### config.mk
export PLATFORM = sky130hd
export DESIGN_NAME = rsu_top
export DESIGN_NICKNAME = d
export VERILOG_FILES = /design/src/hw/rsu_pkg.sv /design/src/hw/rsu_rx.sv /design/src/hw/rsu_top.sv /design/src/hw/rsu_tx.sv
export VERILOG_INCLUDE_DIRS = /design/src /design/src/hw
export SDC_FILE = /design/constraint.sdc
export NUM_CORES = 1
export LEC_CHECK = 0
export ABC_AREA = 1
export BUFFER_PORTS_ARGS = -buffer_cell sky130_fd_sc_hd__buf_2
export CAP_MARGIN = 20
export CELL_PAD_IN_SITES_DETAIL_PLACEMENT = 0
export CELL_PAD_IN_SITES_GLOBAL_PLACEMENT = 2
export CORE_MARGIN = 3
export CORE_UTILIZATION = 33
export CTS_CLUSTER_SIZE = 20
export DETAILED_ROUTE_END_ITERATION = 12
export GPL_TIMING_DRIVEN = 1
export HOLD_SLACK_MARGIN = 0.08
export PLACE_DENSITY_LB_ADDON = 0.1
export SETUP_SLACK_MARGIN = 0.5
export SYNTH_ARGS = -nofsm -noshare
export SYNTH_HDL_FRONTEND = slang
export SYNTH_HIERARCHICAL = 1
export SYNTH_SLANG_ARGS = --single-unit
### constraint.sdc
create_clock -name aclk -period 3 [get_ports aclk]
set_input_delay 0.9 -clock aclk [delete_from_list [all_inputs] [get_ports aclk]]
set_output_delay 0.9 -clock aclk [all_outputs]
set_load 0.005 [all_outputs]
### src/hw/rsu_cfg.svh
`ifndef RSU_CFG_SVH
`define RSU_CFG_SVH

// ****************************************************************
// Symbol and timing constants.
// ****************************************************************
`define RSU_SYM_W         12
`define RSU_CNT_W         4
`define RSU_BIT_CLKS      40
`define RSU_BIT_MID       20
`define RSU_PHASE_W       6
`define RSU_START_SYM     12'h1fe
`define RSU_SYM_RST       12'h000

// ****************************************************************
// Register offsets, byte addresses.
// ****************************************************************
`define RSU_AXI_AW        8
`define RSU_OFS_CTRL      8'h00
`define RSU_OFS_TXDATA    8'h04
`define RSU_OFS_RXDATA    8'h08
`define RSU_OFS_STATUS    8'h0c

// ****************************************************************
// Control and status fields, reset values, responses.
// ****************************************************************
`define RSU_CTRL_TX_EN    0
`define RSU_CTRL_RX_EN    1
`define RSU_CTRL_SCLR     2
`define RSU_ST_BUSY       0
`define RSU_ST_READY      1
`define RSU_ST_START      2
`define RSU_ST_TXOUT      3
`define RSU_CTRL_RST      3'h0
`define RSU_RESP_OKAY     2'h0
`define RSU_RESP_SLVERR   2'h2

`endif

### src/hw/rsu_pkg.sv
`include "rsu_cfg.svh"

package rsu_pkg;

  typedef logic [`RSU_SYM_W-1:0] rsu_sym_t;

  typedef enum logic [2:0] {
    RSU_REG_CTRL   = 3'h0,
    RSU_REG_TXDATA = 3'h1,
    RSU_REG_RXDATA = 3'h3,
    RSU_REG_STATUS = 3'h2,
    RSU_REG_NONE   = 3'h6
  } rsu_reg_e;

  typedef enum logic {
    RSU_RX_HUNT = 1'b0,
    RSU_RX_DATA = 1'b1
  } rsu_rx_mode_e;

  typedef enum logic [1:0] {
    RSU_RD_IDLE = 2'h0,
    RSU_RD_XFER = 2'h1,
    RSU_RD_LOAD = 2'h3,
    RSU_RD_RESP = 2'h2
  } rsu_rd_e;

  typedef struct packed {
    rsu_sym_t                shift;
    logic [`RSU_CNT_W-1:0]   cnt;
    logic [`RSU_PHASE_W-1:0] div;
    logic                    busy;
    logic                    shown;
    logic                    out;
  } rsu_tx_s;

  typedef struct packed {
    logic                    sync1;
    logic                    sync2;
    logic                    prev;
    logic [`RSU_PHASE_W-1:0] phase;
    rsu_sym_t                hunt;
    rsu_sym_t                shift;
    logic [`RSU_CNT_W-1:0]   cnt;
    rsu_rx_mode_e            mode;
    logic                    start_found;
    logic                    ready;
    rsu_sym_t                sym;
    rsu_sym_t                out_word;
  } rsu_rx_s;

  typedef struct packed {
    logic [`RSU_AXI_AW-1:0]  awaddr;
    logic                    aw_got;
    logic [31:0]             wdata;
    logic [3:0]              wstrb;
    logic                    w_got;
    logic                    bvalid;
    logic [1:0]              bresp;
    rsu_rd_e                 rstate;
    rsu_reg_e                rsel;
    logic [31:0]             rdata;
    logic [1:0]              rresp;
    logic                    tx_en;
    logic                    rx_en;
    logic                    start_clr;
  } rsu_bus_s;

endpackage : rsu_pkg

### src/hw/rsu_rx.sv
`timescale 1ns/1ns
`include "rsu_cfg.svh"

module rsu_rx #(
  parameter int BIT_CLKS = `RSU_BIT_CLKS,
  parameter int BIT_MID  = `RSU_BIT_MID
) (
  input  wire logic     aclk,
  input  wire logic     aresetn,
  input  wire logic     rx_in,
  input  wire logic     rx_en,
  input  wire logic     start_clr,
  input  wire logic     rd_strobe,
  output logic          start_found,
  output logic          ready,
  output rsu_pkg::rsu_sym_t out_word
);
  import rsu_pkg::*;

  rsu_rx_s  st_reg;
  rsu_rx_s  st_next;
  logic     sample;
  logic     set_start;
  rsu_sym_t hunt_new;
  rsu_sym_t shift_new;
  logic     sym_done;

  // ****************************************************************
  // Bit alignment, hunting and deserialising.
  // ****************************************************************
  always_comb begin
    st_next       = st_reg;
    st_next.sync1 = rx_in;
    st_next.sync2 = st_reg.sync1;
    st_next.prev  = st_reg.sync2;
    if (st_reg.sync2 != st_reg.prev) begin
      st_next.phase = '0;
    end else if (st_reg.phase == BIT_CLKS[`RSU_PHASE_W-1:0] - 1'b1) begin
      st_next.phase = '0;
    end else begin
      st_next.phase = st_reg.phase + 1'b1;
    end
    sample    = (st_reg.phase == BIT_MID[`RSU_PHASE_W-1:0]);
    hunt_new  = {st_reg.hunt[`RSU_SYM_W-2:0], st_reg.sync2};
    shift_new = {st_reg.shift[`RSU_SYM_W-2:0], st_reg.sync2};
    set_start = sample && rx_en && st_reg.mode == RSU_RX_HUNT
                && hunt_new == `RSU_START_SYM;
    sym_done  = 1'b0;
    if (sample) begin
      st_next.hunt = hunt_new;
      if (st_reg.mode == RSU_RX_DATA) begin
        st_next.shift = shift_new;
        if (st_reg.cnt == `RSU_CNT_W'(`RSU_SYM_W - 1)) begin
          st_next.cnt = '0;
          st_next.sym = shift_new;
          sym_done    = 1'b1;
        end else begin
          st_next.cnt = st_reg.cnt + 1'b1;
        end
      end
    end
    if (set_start) begin
      st_next.start_found = 1'b1;
      st_next.mode        = RSU_RX_DATA;
      st_next.cnt         = '0;
    end else if (start_clr) begin
      st_next.start_found = 1'b0;
      st_next.mode        = RSU_RX_HUNT;
    end
    if (rd_strobe) begin
      st_next.out_word = st_reg.sym;
    end
    if (sym_done) begin
      st_next.ready = 1'b1;
    end else if (rd_strobe) begin
      st_next.ready = 1'b0;
    end
  end

  always_ff @(posedge aclk) begin
    if (!aresetn) begin
      st_reg <= '0;
    end else begin
      st_reg <= st_next;
    end
  end

  assign start_found = st_reg.start_found;
  assign ready       = st_reg.ready;
  assign out_word    = st_reg.out_word;

endmodule : rsu_rx

### src/hw/rsu_top.sv
// Chosen here: the register addresses and the AXI4-Lite register port.
`timescale 1ns/1ns
`include "rsu_cfg.svh"

// Functional notes
// - A 12-bit symbol written by the host loads the transmit shifter while transmit is not busy.
// - Serial bits leave only while transmit enable is set.
// - Transmit busy is high while a loaded symbol is not fully sent.
// - A receive read strobe copies the received symbol to the output word.
// - Symbol ready rises on a full symbol and falls on a read strobe.
// - Start found rises on the start symbol and holds until cleared.
// - The start symbol is searched for only while receive is enabled.
// - Transmit bits leave on one active-high serial output.
// - Received bits come from one active-high serial input.
// - One bit period lasts forty clock cycles.
// - Start is zeros in bits 11 to 9 and 0, ones in 8 to 1.
// - After start, bits are sampled mid-period into a 12-bit shifter.

module rsu_top #(
  parameter int BIT_CLKS = `RSU_BIT_CLKS,
  parameter int BIT_MID  = `RSU_BIT_MID
) (
  input  wire logic        aclk,
  input  wire logic        aresetn,
  input  wire logic [7:0]  s_axi_awaddr,
  input  wire logic [2:0]  s_axi_awprot,
  input  wire logic        s_axi_awvalid,
  output logic             s_axi_awready,
  input  wire logic [31:0] s_axi_wdata,
  input  wire logic [3:0]  s_axi_wstrb,
  input  wire logic        s_axi_wvalid,
  output logic             s_axi_wready,
  output logic [1:0]       s_axi_bresp,
  output logic             s_axi_bvalid,
  input  wire logic        s_axi_bready,
  input  wire logic [7:0]  s_axi_araddr,
  input  wire logic [2:0]  s_axi_arprot,
  input  wire logic        s_axi_arvalid,
  output logic             s_axi_arready,
  output logic [31:0]      s_axi_rdata,
  output logic [1:0]       s_axi_rresp,
  output logic             s_axi_rvalid,
  input  wire logic        s_axi_rready,
  input  wire logic        rx_in,
  output logic             tx_out
);
  import rsu_pkg::*;

  rsu_bus_s st_reg;
  rsu_bus_s st_next;
  logic     wr_exec;
  rsu_reg_e wsel;
  logic     tx_load;
  rsu_sym_t tx_word;
  logic [31:0] tx_lanes;
  logic     rd_strobe;
  logic     tx_busy;
  logic     rx_start;
  logic     rx_ready;
  rsu_sym_t rx_word;
  logic     unused_prot;

  // ****************************************************************
  // Address decode and byte-lane merge.
  // ****************************************************************
  function automatic rsu_reg_e rsu_decode(input logic [7:0] addr);
    rsu_reg_e sel;
    if (addr[1:0] != 2'h0) begin
      sel = RSU_REG_NONE;
    end else if (addr == `RSU_OFS_CTRL) begin
      sel = RSU_REG_CTRL;
    end else if (addr == `RSU_OFS_TXDATA) begin
      sel = RSU_REG_TXDATA;
    end else if (addr == `RSU_OFS_RXDATA) begin
      sel = RSU_REG_RXDATA;
    end else if (addr == `RSU_OFS_STATUS) begin
      sel = RSU_REG_STATUS;
    end else begin
      sel = RSU_REG_NONE;
    end
    return sel;
  endfunction : rsu_decode

  function automatic logic [31:0] rsu_merge(input logic [31:0] old_v,
                                            input logic [31:0] new_v,
                                            input logic [3:0]  strb);
    logic [31:0] res;
    res = old_v;
    for (int i = 0; i < 4; i++) begin
      if (strb[i]) begin
        res[i*8 +: 8] = new_v[i*8 +: 8];
      end
    end
    return res;
  endfunction : rsu_merge

  // ****************************************************************
  // Bus slave and control bits.
  // ****************************************************************
  assign unused_prot   = ^{s_axi_awprot, s_axi_arprot};
  assign s_axi_awready = !st_reg.aw_got && !st_reg.bvalid;
  assign s_axi_wready  = !st_reg.w_got && !st_reg.bvalid;
  assign s_axi_arready = (st_reg.rstate == RSU_RD_IDLE);
  assign wr_exec       = st_reg.aw_got && st_reg.w_got && !st_reg.bvalid;
  assign wsel          = rsu_decode(st_reg.awaddr);
  assign tx_lanes      = rsu_merge(32'h0, st_reg.wdata, st_reg.wstrb);
  assign tx_word       = tx_lanes[`RSU_SYM_W-1:0];
  assign tx_load       = wr_exec && wsel == RSU_REG_TXDATA;
  assign rd_strobe     = st_reg.rstate == RSU_RD_XFER
                         && st_reg.rsel == RSU_REG_RXDATA;

  always_comb begin
    logic [31:0] ctrl_v;
    ctrl_v  = 32'h0;
    st_next = st_reg;
    if (s_axi_awvalid && s_axi_awready) begin
      st_next.awaddr = s_axi_awaddr;
      st_next.aw_got = 1'b1;
    end
    if (s_axi_wvalid && s_axi_wready) begin
      st_next.wdata = s_axi_wdata;
      st_next.wstrb = s_axi_wstrb;
      st_next.w_got = 1'b1;
    end
    if (wr_exec) begin
      st_next.aw_got = 1'b0;
      st_next.w_got  = 1'b0;
      st_next.bvalid = 1'b1;
      st_next.bresp  = `RSU_RESP_OKAY;
      if (wsel == RSU_REG_CTRL) begin
        ctrl_v = rsu_merge({29'h0, st_reg.start_clr, st_reg.rx_en,
                            st_reg.tx_en}, st_reg.wdata, st_reg.wstrb);
        st_next.tx_en     = ctrl_v[`RSU_CTRL_TX_EN];
        st_next.rx_en     = ctrl_v[`RSU_CTRL_RX_EN];
        st_next.start_clr = ctrl_v[`RSU_CTRL_SCLR];
      end else if (wsel == RSU_REG_NONE || wsel == RSU_REG_RXDATA
                   || wsel == RSU_REG_STATUS) begin
        st_next.bresp = `RSU_RESP_SLVERR;
      end
    end
    if (st_reg.bvalid && s_axi_bready) begin
      st_next.bvalid = 1'b0;
    end
    case (st_reg.rstate)
      RSU_RD_IDLE: begin
        if (s_axi_arvalid) begin
          st_next.rsel   = rsu_decode(s_axi_araddr);
          st_next.rstate = RSU_RD_XFER;
        end
      end
      RSU_RD_XFER: begin
        st_next.rstate = RSU_RD_LOAD;
      end
      RSU_RD_LOAD: begin
        st_next.rdata = 32'h0;
        st_next.rresp = `RSU_RESP_OKAY;
        if (st_reg.rsel == RSU_REG_CTRL) begin
          st_next.rdata[`RSU_CTRL_TX_EN] = st_reg.tx_en;
          st_next.rdata[`RSU_CTRL_RX_EN] = st_reg.rx_en;
          st_next.rdata[`RSU_CTRL_SCLR]  = st_reg.start_clr;
        end else if (st_reg.rsel == RSU_REG_RXDATA) begin
          st_next.rdata[`RSU_SYM_W-1:0] = rx_word;
        end else if (st_reg.rsel == RSU_REG_STATUS) begin
          st_next.rdata[`RSU_ST_BUSY]  = tx_busy;
          st_next.rdata[`RSU_ST_READY] = rx_ready;
          st_next.rdata[`RSU_ST_START] = rx_start;
          st_next.rdata[`RSU_ST_TXOUT] = tx_out;
        end else if (st_reg.rsel != RSU_REG_TXDATA) begin
          st_next.rresp = `RSU_RESP_SLVERR;
        end
        st_next.rstate = RSU_RD_RESP;
      end
      RSU_RD_RESP: begin
        if (s_axi_rready) begin
          st_next.rstate = RSU_RD_IDLE;
        end
      end
      default: begin
        st_next.rstate = RSU_RD_IDLE;
      end
    endcase
  end

  always_ff @(posedge aclk) begin
    if (!aresetn) begin
      st_reg        <= '0;
      st_reg.rstate <= RSU_RD_IDLE;
      st_reg.rsel   <= RSU_REG_NONE;
    end else begin
      st_reg <= st_next;
    end
  end

  assign s_axi_bvalid = st_reg.bvalid;
  assign s_axi_bresp  = st_reg.bresp;
  assign s_axi_rvalid = (st_reg.rstate == RSU_RD_RESP);
  assign s_axi_rdata  = st_reg.rdata;
  assign s_axi_rresp  = st_reg.rresp;

  // ****************************************************************
  // Transmit and receive engines.
  // ****************************************************************
  rsu_tx #(
    .BIT_CLKS (BIT_CLKS)
  ) u_tx (
    .aclk    (aclk),
    .aresetn (aresetn),
    .load    (tx_load),
    .data    (tx_word),
    .tx_en   (st_reg.tx_en),
    .busy    (tx_busy),
    .tx_out  (tx_out)
  );

  rsu_rx #(
    .BIT_CLKS (BIT_CLKS),
    .BIT_MID  (BIT_MID)
  ) u_rx (
    .aclk        (aclk),
    .aresetn     (aresetn),
    .rx_in       (rx_in),
    .rx_en       (st_reg.rx_en),
    .start_clr   (st_reg.start_clr),
    .rd_strobe   (rd_strobe),
    .start_found (rx_start),
    .ready       (rx_ready),
    .out_word    (rx_word)
  );

endmodule : rsu_top

### src/hw/rsu_tx.sv
`timescale 1ns/1ns
`include "rsu_cfg.svh"

module rsu_tx #(
  parameter int BIT_CLKS = `RSU_BIT_CLKS
) (
  input  wire logic              aclk,
  input  wire logic              aresetn,
  input  wire logic              load,
  input  wire rsu_pkg::rsu_sym_t data,
  input  wire logic              tx_en,
  output logic                   busy,
  output logic                   tx_out
);
  import rsu_pkg::*;

  rsu_tx_s st_reg;
  rsu_tx_s st_next;

  // ****************************************************************
  // Serialiser, most significant bit first.
  // ****************************************************************
  always_comb begin
    st_next = st_reg;
    if (load && !st_reg.busy) begin
      st_next.shift = data;
      st_next.busy  = 1'b1;
      st_next.cnt   = '0;
      st_next.div   = '0;
    end else if (st_reg.busy && st_reg.shown) begin
      if (st_reg.div == BIT_CLKS[`RSU_PHASE_W-1:0] - 1'b1) begin
        st_next.div = '0;
        if (st_reg.cnt == `RSU_CNT_W'(`RSU_SYM_W - 1)) begin
          st_next.busy = 1'b0;
        end else begin
          st_next.shift = {st_reg.shift[`RSU_SYM_W-2:0], 1'b0};
          st_next.cnt   = st_reg.cnt + 1'b1;
        end
      end else begin
        st_next.div = st_reg.div + 1'b1;
      end
    end
    // The bit timer only runs on cycles whose bit was on the line.
    st_next.shown = st_next.busy && tx_en;
    st_next.out   = st_next.shown && st_next.shift[`RSU_SYM_W-1];
  end

  always_ff @(posedge aclk) begin
    if (!aresetn) begin
      st_reg <= '0;
    end else begin
      st_reg <= st_next;
    end
  end

  assign busy   = st_reg.busy;
  assign tx_out = st_reg.out;

endmodule : rsu_tx
# Word level (Yosys, flattened, before mapping)

Index checks and enable logic that the tools add are counted.

Register bits after elaboration: 136
Input port bits: 66

Add/subtract/negate cells: 4
Muxes and demuxes: 41
Eq/ne operators: 26
Reduce and logical (&&, ||, !) cells: 45
Bitwise logic cells: 3

Operator list:

| cell                                                 | number |
|---|---|
| 2-to-1 mux 23 bit                                    | 2 |
| 2-to-1 mux 3 bit                                     | 11 |
| equality test 8 x 4 -> 1 bit, second input constant  | 4 |
| 2-to-1 mux 16 bit                                    | 2 |
| 2-to-1 mux 2 bit                                     | 9 |
| equality test 8 x 3 -> 1 bit, second input constant  | 2 |
| logical AND 1 bit                                    | 16 |
| zero test 8 bit                                      | 2 |
| 2-to-1 mux 4 bit                                     | 4 |
| 2-to-1 mux 8 bit                                     | 2 |
| adder 6 x 1 -> 6 bit, second input constant          | 2 |
| equality test 12 x 9 -> 1 bit, second input constant | 1 |
| equality test 3 x 2 -> 1 bit, second input constant  | 4 |
| equality test 6 bit, second input constant           | 2 |
| AND reduction 3 bit                                  | 4 |
| nonzero test 2 bit                                   | 6 |
| 2-to-1 mux 9 bit                                     | 1 |
| adder 4 x 1 -> 4 bit, second input constant          | 2 |
| equality test 4 bit, second input constant           | 2 |
| case mux 2 bit (4 select lines)                      | 1 |
| OR reduction 2 bit                                   | 4 |
| 2-to-1 mux 1 bit                                     | 7 |
| equality test 6 x 5 -> 1 bit, second input constant  | 1 |
| zero test 3 bit                                      | 2 |
| 16 further kinds                                     | 26 |

# Longest topological paths before layout

Gate-level depths: netlist (run 1).

Depth after elaboration: 12
Depth in mapped cells: 13
Depth with buffers taken out: 12

# By module

The synthesis (run 1) kept the hierarchy.

Modules (own cells, without submodules):

| module  | cells an instance | seq. area each (um^2) | times used | area each (um^2) |
|---|---|---|---|---|
| rsu_rx  | 320               | 1,221.2               | 1          | 2,431.1 |
| rsu_top | 319               | 940.9                 | 1          | 2,265.9 |
| rsu_tx  | 178               | 500.5                 | 1          | 1,224.9 |

# Worst setup path after synthesis (run 1)

OpenSTA, ideal clock, no wires.

Path kind: reg-to-reg
Start: register st_reg, in the netlist s_axi_bvalid
End: register u_tx/st_reg[14] (netlist name)
Period minus slack after synthesis: 1,679 ps
Library setup time: 132 ps
Arrival: 1,547 ps
Required time: 2,868 ps
Path slack: 1,321 ps
Cell stages (with the launch flop): 14
Cell sequence: dfxtp_1 > inv_1 > nand3_1 > inv_1 > nand4_1 > nor2_1 > inv_1 > nor2_2 > inv_2 > clkbuf_8 > nand3_1 > nor2_1 > nor2_1 > a21oi_1

Longest elaborated chain between the ends: 6

Ends and longest elaborated chain:

| what                                                                          | RTL line       | RTL |
|---|---|---|
| start: declaration                                                            | rsu_top.sv:49  | `rsu_bus_s st_reg;` |
| start signal: assignment                                                      | rsu_top.sv:190 | `st_reg <= st_next;` |
| zero test 1 bit *                                                             | rsu_top.sv:104 | `assign wr_exec = st_reg.aw_got && st_reg.w_got && !st_reg.bvalid;` |
| logical AND 1 bit *                                                           | rsu_top.sv:104 |  |
| logical AND 1 bit *                                                           | rsu_top.sv:108 | `assign tx_load = wr_exec && wsel == RSU_REG_TXDATA;` |
| net tx_load                                                                   | rsu_top.sv:53  | `logic tx_load;` |
| logical AND 1 bit *                                                           | rsu_tx.sv:25   | `if (load && !st_reg.busy) begin` |
| != test 2 x 1 -> 1 bit (no line) / nonzero test 2 bit (equally long branches) | --             |  |
| AND reduction 3 bit (no line)                                                 | --             |  |
| end signal: assignment                                                        | rsu_tx.sv:52   | `st_reg <= st_next;` |
| end: declaration                                                              | rsu_tx.sv:17   | `rsu_tx_s st_reg;` |

Mark *: on every way through the listed nets, which the timed path passes. The rest lies on a longest branch.
A chain may end at the register's enable or synchronous reset.

# Final worst setup path (run 1)

Start: register st_reg, in the netlist s_axi_bvalid
End: register u_tx.st_reg, in the netlist u_tx/tx_out

Longest elaborated chain between the ends: 7

Ends and longest elaborated chain:

| what                | RTL line       | RTL |
|---|---|---|
| zero test 1 bit *   | rsu_top.sv:104 |  |
| logical AND 1 bit * | rsu_top.sv:104 |  |
| logical AND 1 bit * | rsu_top.sv:108 |  |
| net tx_load         | rsu_top.sv:53  |  |
| logical AND 1 bit * | rsu_tx.sv:25   |  |
| 2-to-1 mux 23 bit * | rsu_tx.sv:25   |  |
| logical AND 1 bit   | rsu_tx.sv:44   | `st_next.shown = st_next.busy && tx_en;` |
| logical AND 1 bit * | rsu_tx.sv:45   | `` st_next.out = st_next.shown && st_next.shift[`RSU_SYM_W-1]; `` |

Marks and branches as above.

==> results of run 1 <==
==> cells in the mapped netlist, drive strengths merged, types with 2 or more instances <==
master / n / area share
nor2: 191 / 0.13
dfxtp: 133 / 0.45
nand2: 111 / 0.074
inv: 83 / 0.053
o21ai: 83 / 0.070
buf: 64 / 0.081
nand3: 50 / 0.043
a21oi: 48 / 0.041
clkbuf: 13 / 0.012
nand4: 12 / 0.013
nor3: 9 / 0.0095
ha: 5 / 0.011
a211oi: 2 / 0.0025
nor3b: 2 / 0.0025
or2: 2 / 0.0021
xnor2: 2 / 0.0030
xor2: 2 / 0.0030
==> how the worst max path moves through the flow <==
stage	slack (ps)	to	cells after the start	start
after floorplan	1320	u_tx/st_reg[14]$_SDFFE_PN0P_	13	s_axi_bvalid$_SDFFE_PP0P_
after global placement	890	u_tx/tx_out$_SDFF_PN0_	11	s_axi_bvalid$_SDFFE_PP0P_
after detailed placement	890	u_tx/tx_out$_SDFF_PN0_	11	s_axi_bvalid$_SDFFE_PP0P_
after CTS	860	u_tx/tx_out$_SDFF_PN0_	11	s_axi_bvalid$_SDFFE_PP0P_
after global routing	630	u_tx/tx_out$_SDFF_PN0_	11	s_axi_bvalid$_SDFFE_PP0P_
final	890	u_tx/tx_out$_SDFF_PN0_	11	s_axi_bvalid$_SDFFE_PP0P_
==> routing by layer <==
layer  track usage  vias to the layer above
met2         0.254                       51
met1         0.164                     2258
met4        0.0418                        0
met3        0.0399                       11
met5             0                        -
li1              -                     2581
==> power by group through the flow <==
stage / sequential [mW] / combinational (mW) / clock, mW
floorplan: 1.88 / 0.194 / 0
detailed placement: 1.90 / 0.231 / 0
global route: 1.87 / 0.266 / 2.27
CTS: 1.86 / 0.233 / 2.19
finish: 1.86 / 0.227 / 2.13
global placement: 1.90 / 0.228 / 0
==> area by class of cell <==
| type | count | area, um2 |
|---|---|---|
| fillers | 1866 | 10700 |
| flip-flops and latches | 133 | 2660 |
| multi-input cells | 545 | 2470 |
| clock buffers | 19 | 453 |
| repair buffers | 63 | 343 |
| inverters | 83 | 314 |
| well taps | 225 | 282 |
| clock inverters | 12 | 155 |
==> cell families (layout without fill, tap and decap cells) <==
group           count (synthesis)  in the layout  share of synthesized area
simple gates                  378            378                      0.270
buf+inv                       160            177                      0.146
compound gates                136            136                      0.117
flops                         133            133                      0.450
fa+ha+maj                       5              5                     0.0106
xor+xnor                        4              4                    0.00592
other cells                     1             22                   0.000633
==> metrics by stage <==
stage               utilization  instances  power [mW]
floorplan                     -        838        2.08
global placement          0.349       1049        2.13
global route              0.384       1080        4.41
CTS                       0.384       1080        4.29
finish                    0.384       1080        4.22
detailed placement        0.349       1049        2.13
==> worst max-delay path, stage by stage (launching register included) <==
cell and delay, ps:
dfxtp_1 340, inv_1 80, nand3_1 130, inv_1 140, nand4_1 110, nor2_1 110, inv_1 70, nor2_2 290
inv_2 250, or2_2 330, nand2_1 100, nor2_1 40
==> cell usage in the layout, fill, tap and decap left out, types with 8 or more instances in the layout <==
cell	Yosys	routed
inv_2	8	8
nor2_1	184	184
clkbuf_16	0	17
conb_1	1	22
a21oi_1	48	48
nor3_1	8	8
buf_2	7	57
o21ai_0	81	81
dfxtp_1	133	133
nand3_1	49	49
inv_1	74	74
nand2_1	105	105
nand4_1	12	12
==> summary.txt, run 1 <==
Logic synthesis
  – Main synth FF type: dfxtp_1
  – Syn_area_per_cell: just over 7 um2
  – Ys Warns: 6
  – Distinct cell type count of the synthesized netlist: 35
  – Async set-reset flop share out of synthesis: 0
  – Mapped Cells: 817
  – EDFF count, synth: 0
  – Mapped Area: between 5000 and 6000 um2
  – Register area share after synthesis: 0.450
  – Number of synthesized register bits: 133

Pwr
  – Comb power frac: 0.054
  – Sw Ratio: 0.230
  – Switching pwr: ~0.97 mW
  – Pwr Density: approximately 630 nW/um2
  – VDD IR max: about 0.0004 V
  – Leak: 2.95 nW
  – Int Power: roughly 3.2 mW
  – Clock power frac: 0.505
  – Seq pwr share: 0.441

Worst setup path
  – Register-to-Register Path Depth: 11
  – Setup CP Type: reg -> reg
  – Critical Path Fanout Max: 24
  – Crit Reg-Reg Endpoint: u_tx/tx_out$_SDFF_PN0_
  – CP Capture Type: flip-flop
  – Crit path DAT: ~2400 ps
  – Worst reg2reg startpoint: s_axi_bvalid$_SDFFE_PP0P_
  – R2R Setup Slk: about 900 ps
  – Crit path launch type: flip-flop
  – Required @ worst endpoint: between 3000 and 4000 ps

Floorplanning
  – Die Span Y: 140 um
  – Row count: 48
  – Initial Utilization: 0.340
  – Core ar.: 17400 um2
  – # IOs: between 100 and 150
  – Die Wd: about 140 um
  – Total die area: ~20000 um2

Global route
  – GRT Total Usage: 0.142
  – First-pass GRT wire length: ~23000 um
  – Vias in the first global route: about 4900
  – Total grt overflow: 0
  – Antenna violations before repair: 0
  – Largest net degree at the start of global routing: 60

Route
  – Via count: roughly 4900
  – DR WL met2: between 6000 and 7000 um
  – 1st-iter DRT viols: approximately 220
  – Metal-1 WL: approximately 6000 um
  – DR vias/cell: approximately 4.5
  – DR WL/cell: ~12 um
  – Met3 routed WL: a little over 400 um
  – Antenna viol nets, final: 0
  – Remaining DRCs: 0
  – Max layer used: met4
  – Final WL: ~13000 um
  – Pre-Repair DR Iteration Count: 4

Status
  – Status: finished, final reports clean

STA
  – Fin crit period: around 2100 ps
  – Setup violators final: 0
  – Maximum clock frequency: 474 MHz
  – Worst setup margin: between 800 and 900 ps
  – Final hold viol count: 0
  – Hold Slack: 413 ps
  – Crit share post-route: 0.703
  – Unrepaired setup endpoints after global routing: no
  – Worst Skew: 7.61 ps
  – Pins Over Slew Limit: 0
  – TNS Setup: 0 ps

CTS
  – Postcts setup bufs: 0
  – Count of hold-fix buffers inserted at cts: 0
  – Clk sinks: 133
  – Clock transition at the registers of the reported paths: about 60 ps
  – CTS tree: yes
  – Resize count post-CTS: 0
  – Num CTS Buffers: 17
  – Max Root-Sink Buffers: 2
  – CTS H-tree depth: 4
  – CTS Root Cell: clkbuf_16
  – Worst-Skew Late Latency: just over 400 ps

Placement
  – GPL Wtd Cong: around 0.73
  – Instance area at placement: ~6100 um2
  – Post-DP HPWL: roughly 9400 um
  – Setup WS pre-CTS: between 800 and 900 ps
  – I/O Buffers: 57

Worst hold path
  – Worst Hold Depth: 2
  – Hold path endpoint: u_rx/hunt_new[0]$_SDFF_PN0_
  – HP Start: u_rx/st_next[62]$_SDFF_PN0_
  – Worst min path class: reg -> reg

Final layout
  – ANT cells: 0
  – Fraction of layout cells with a size suffix above 1: 0.140
  – Fin nets: 914
  – Design area: ~6700 um2
  – Largest register FFs: 32
  – Synth-to-Final Area Change: 12.8%

Flow run
  – Max cap viols: 0
(Power assumes the default switching activity.)
==> run 2, diff against run 1 <==
--- a/config.mk
+++ b/config.mk
@@ -12,7 +12,7 @@
 export CELL_PAD_IN_SITES_DETAIL_PLACEMENT = 0
 export CELL_PAD_IN_SITES_GLOBAL_PLACEMENT = 2
 export CORE_MARGIN = 3
-export CORE_UTILIZATION = 33
+export CORE_UTILIZATION = 31
 export CTS_CLUSTER_SIZE = 20
 export DETAILED_ROUTE_END_ITERATION = 12
 export GPL_TIMING_DRIVEN = 1
==> constraint.sdc (replaced) <==
create_clock -name aclk -period 2.2 [get_ports aclk]
set_input_delay 0.66 -clock aclk [delete_from_list [all_inputs] [get_ports aclk]]
set_output_delay 0.66 -clock aclk [all_outputs]
set_load 0.005 [all_outputs]
==> summary.txt, run 2 (synthesized netlist as in run 1, its figures left out) <==
Flow run
  – Max cap viols: 0 (unchanged)

Placement
  – GPL Wtd Cong: 0.767 (was 0.735)
  – Placed insts: 1061 (was 1049)
  – I/O Buffers: 57 (unchanged)
  – Instance area at placement: 6130 um2 (was 6070 um2)
  – Post-DP HPWL: 9700 um (was 9360 um)

STA
  – Pins Over Slew Limit: 0 (unchanged)
  – Final hold viol count: 0 (unchanged)
  – Fin crit period: between 1500 and 2000 ps
  – Unrepaired setup endpoints after global routing: yes (was no)
  – Hold Slack: 414 ps (was 413 ps)
  – Worst Skew: 7.96 ps (was 7.61 ps)
  – TNS Setup: 0 ps (unchanged)
  – Maximum clock frequency: 594 MHz
  – Setup violators final: 0 (unchanged)
  – Crit share post-route: 0.765

CTS
  – CTS tree: yes (unchanged)
  – CTS H-tree depth: 4 (unchanged)
  – CTS Root Cell: clkbuf_16 (unchanged)
  – Max Root-Sink Buffers: 2 (unchanged)
  – Num CTS Buffers: 17 (unchanged)
  – Worst-Skew Late Latency: 420 ps (was 410 ps)
  – Clock transition at the registers of the reported paths: 60 ps (about the same)
  – Count of hold-fix buffers inserted at cts: 0 (unchanged)
  – Clk sinks: 133 (unchanged)

Route
  – 1st-iter DRT viols: 177 (was 215)
  – DR WL/cell: 12.4 um (about the same)
  – Pre-Repair DR Iteration Count: 4 (unchanged)
  – DR vias/cell: 4.49 (was 4.54)
  – Final WL: 13800 um (was 13400 um)
  – Antenna viol nets, final: 0 (unchanged)
  – Remaining DRCs: 0 (unchanged)
  – Via count: 4981 (was 4901)

Final layout
  – Fraction of layout cells with a size suffix above 1: 0.192 (was 0.140)
  – Non-filler instance count after layout: 1109 (was 1080)
  – Fin nets: 939 (was 914)
  – Fin util: 0.380 (was 0.384)
  – Most common cell after layout, fill and taps aside: nor2_1 (unchanged)
  – Most frequent cells in the layout: nor2_1 (181), dfxtp_1 (128), nand2_1 (99) (was nor2_1 (184), dfxtp_1 (133), nand2_1 (105))
  – Synth-to-Final Area Change: 17.5% (was 12.8%)
  – Largest register FFs: 32 (unchanged)
  – ANT cells: 0 (unchanged)
  – Design area: 6960 um2 (was 6680 um2)

Floorplanning
  – Row count: 49 (was 48)
  – Initial Utilization: 0.323 (was 0.340)
  – Total die area: 20800 um2 (was 19600 um2)
  – Die Wd: 144 um (was 140 um)
  – Die Span Y: 144 um (was 140 um)
  – Core ar.: 18300 um2 (was 17400 um2)
  – # IOs: 108 (unchanged)

Worst hold path
  – Worst min path class: reg -> reg (unchanged)

Global route
  – First-pass GRT wire length: 23100 um (was 22900 um)
  – GRT Total Usage: 0.138 (was 0.142)
  – Largest net degree at the start of global routing: 27 (was 60)
  – Antenna violations before repair: 0 (unchanged)
  – Vias in the first global route: 4884 (was 4859)
  – Total grt overflow: 0 (unchanged)

Worst setup path
  – Critical Path Fanout Max: 4 (was 24)
  – Required @ worst endpoint: 1540 ps (was 3300 ps)
  – CP Capture Type: output port (was flip-flop)
  – Crit path launch type: flip-flop (unchanged)
  – Crit path DAT: 1020 ps (was 2410 ps)
  – Setup CP Type: reg -> out (was reg -> reg)

Pwr
  – VDD IR max: 0.000564 V (was 0.000392 V)
  – Pwr Density: 812 nW/um2 (was 631 nW/um2)
  – Leak: 3.10 nW (was 2.95 nW)

Status
  – Status: finished, final reports clean (unchanged)
-- run 2: cell type report --
type / instances / area [um2]
clock buffers: 19 / 453
repair inverters: 1 / 8.76
repair buffers: 87 / 534
flip-flops and latches: 133 / 2670
fillers: 1920 / 11400
well taps: 229 / 287
multi-input cells: 545 / 2550
clock inverters: 12 / 131
inverters: 83 / 323
-- run 2: repair_timing --
| action | in CTS | in global routing |
|---|---|---|
| buffers inserted | 5 | 11 |
| gates cloned | 1 | 0 |
| gates resized for setup | 15 | 28 |
| endpoints found under the setup margin | 22 | 57 |
| pin swaps | 4 | 14 |
| hold endpoints to repair | 0 | 0 |
-- run 2: routing by layer --
metal,vias up,share of wire,track usage
met3,21,0.032,0.0374
met4,0,0.016,0.0476
met5,-,0,0
li1,2642,-,-
met1,2258,0.45,0.162
met2,60,0.50,0.244
-- run 2: metrics by stage --
| stage | setup slack, ps | power (mW) |
|---|---|---|
| 4_1_cts | 484 | 5.75 |
| 3_5_place_dp | 354 | 2.91 |
| 3_3_place_gp | 381 | 2.90 |
| 2_1_floorplan | 521 | 2.83 |
| 6_report | 517 | 5.65 |
| 5_1_grt | 435 | 5.91 |
-- run 2: worst paths after layout --
check	slack, ps	cells past startpoint	start	endpoint
setup / recovery	520	2	s_axi_bvalid$_SDFFE_PP0P_	s_axi_wready
hold / removal	410	2	u_rx/st_next[62]$_SDFF_PN0_	u_rx/hunt_new[0]$_SDFF_PN0_
setup reg to reg	550	11	s_axi_bvalid$_SDFFE_PP0P_	u_tx/tx_out$_SDFF_PN0_
hold reg to reg	410	2	u_rx/st_next[62]$_SDFF_PN0_	u_rx/hunt_new[0]$_SDFF_PN0_
-- run 2: worst max-delay path, cell delays in order, from the launching register on --
cell and delay, ps:
dfxtp_4 360, nor2_2 120, buf_2 130
-- run 2: where the power goes --
part	internal, mW	switching (mW)	leakage, nW
Sequential	2.48	0.0614	1.08
Combinational	0.128	0.201	1.74
Clock	1.72	1.06	0.277
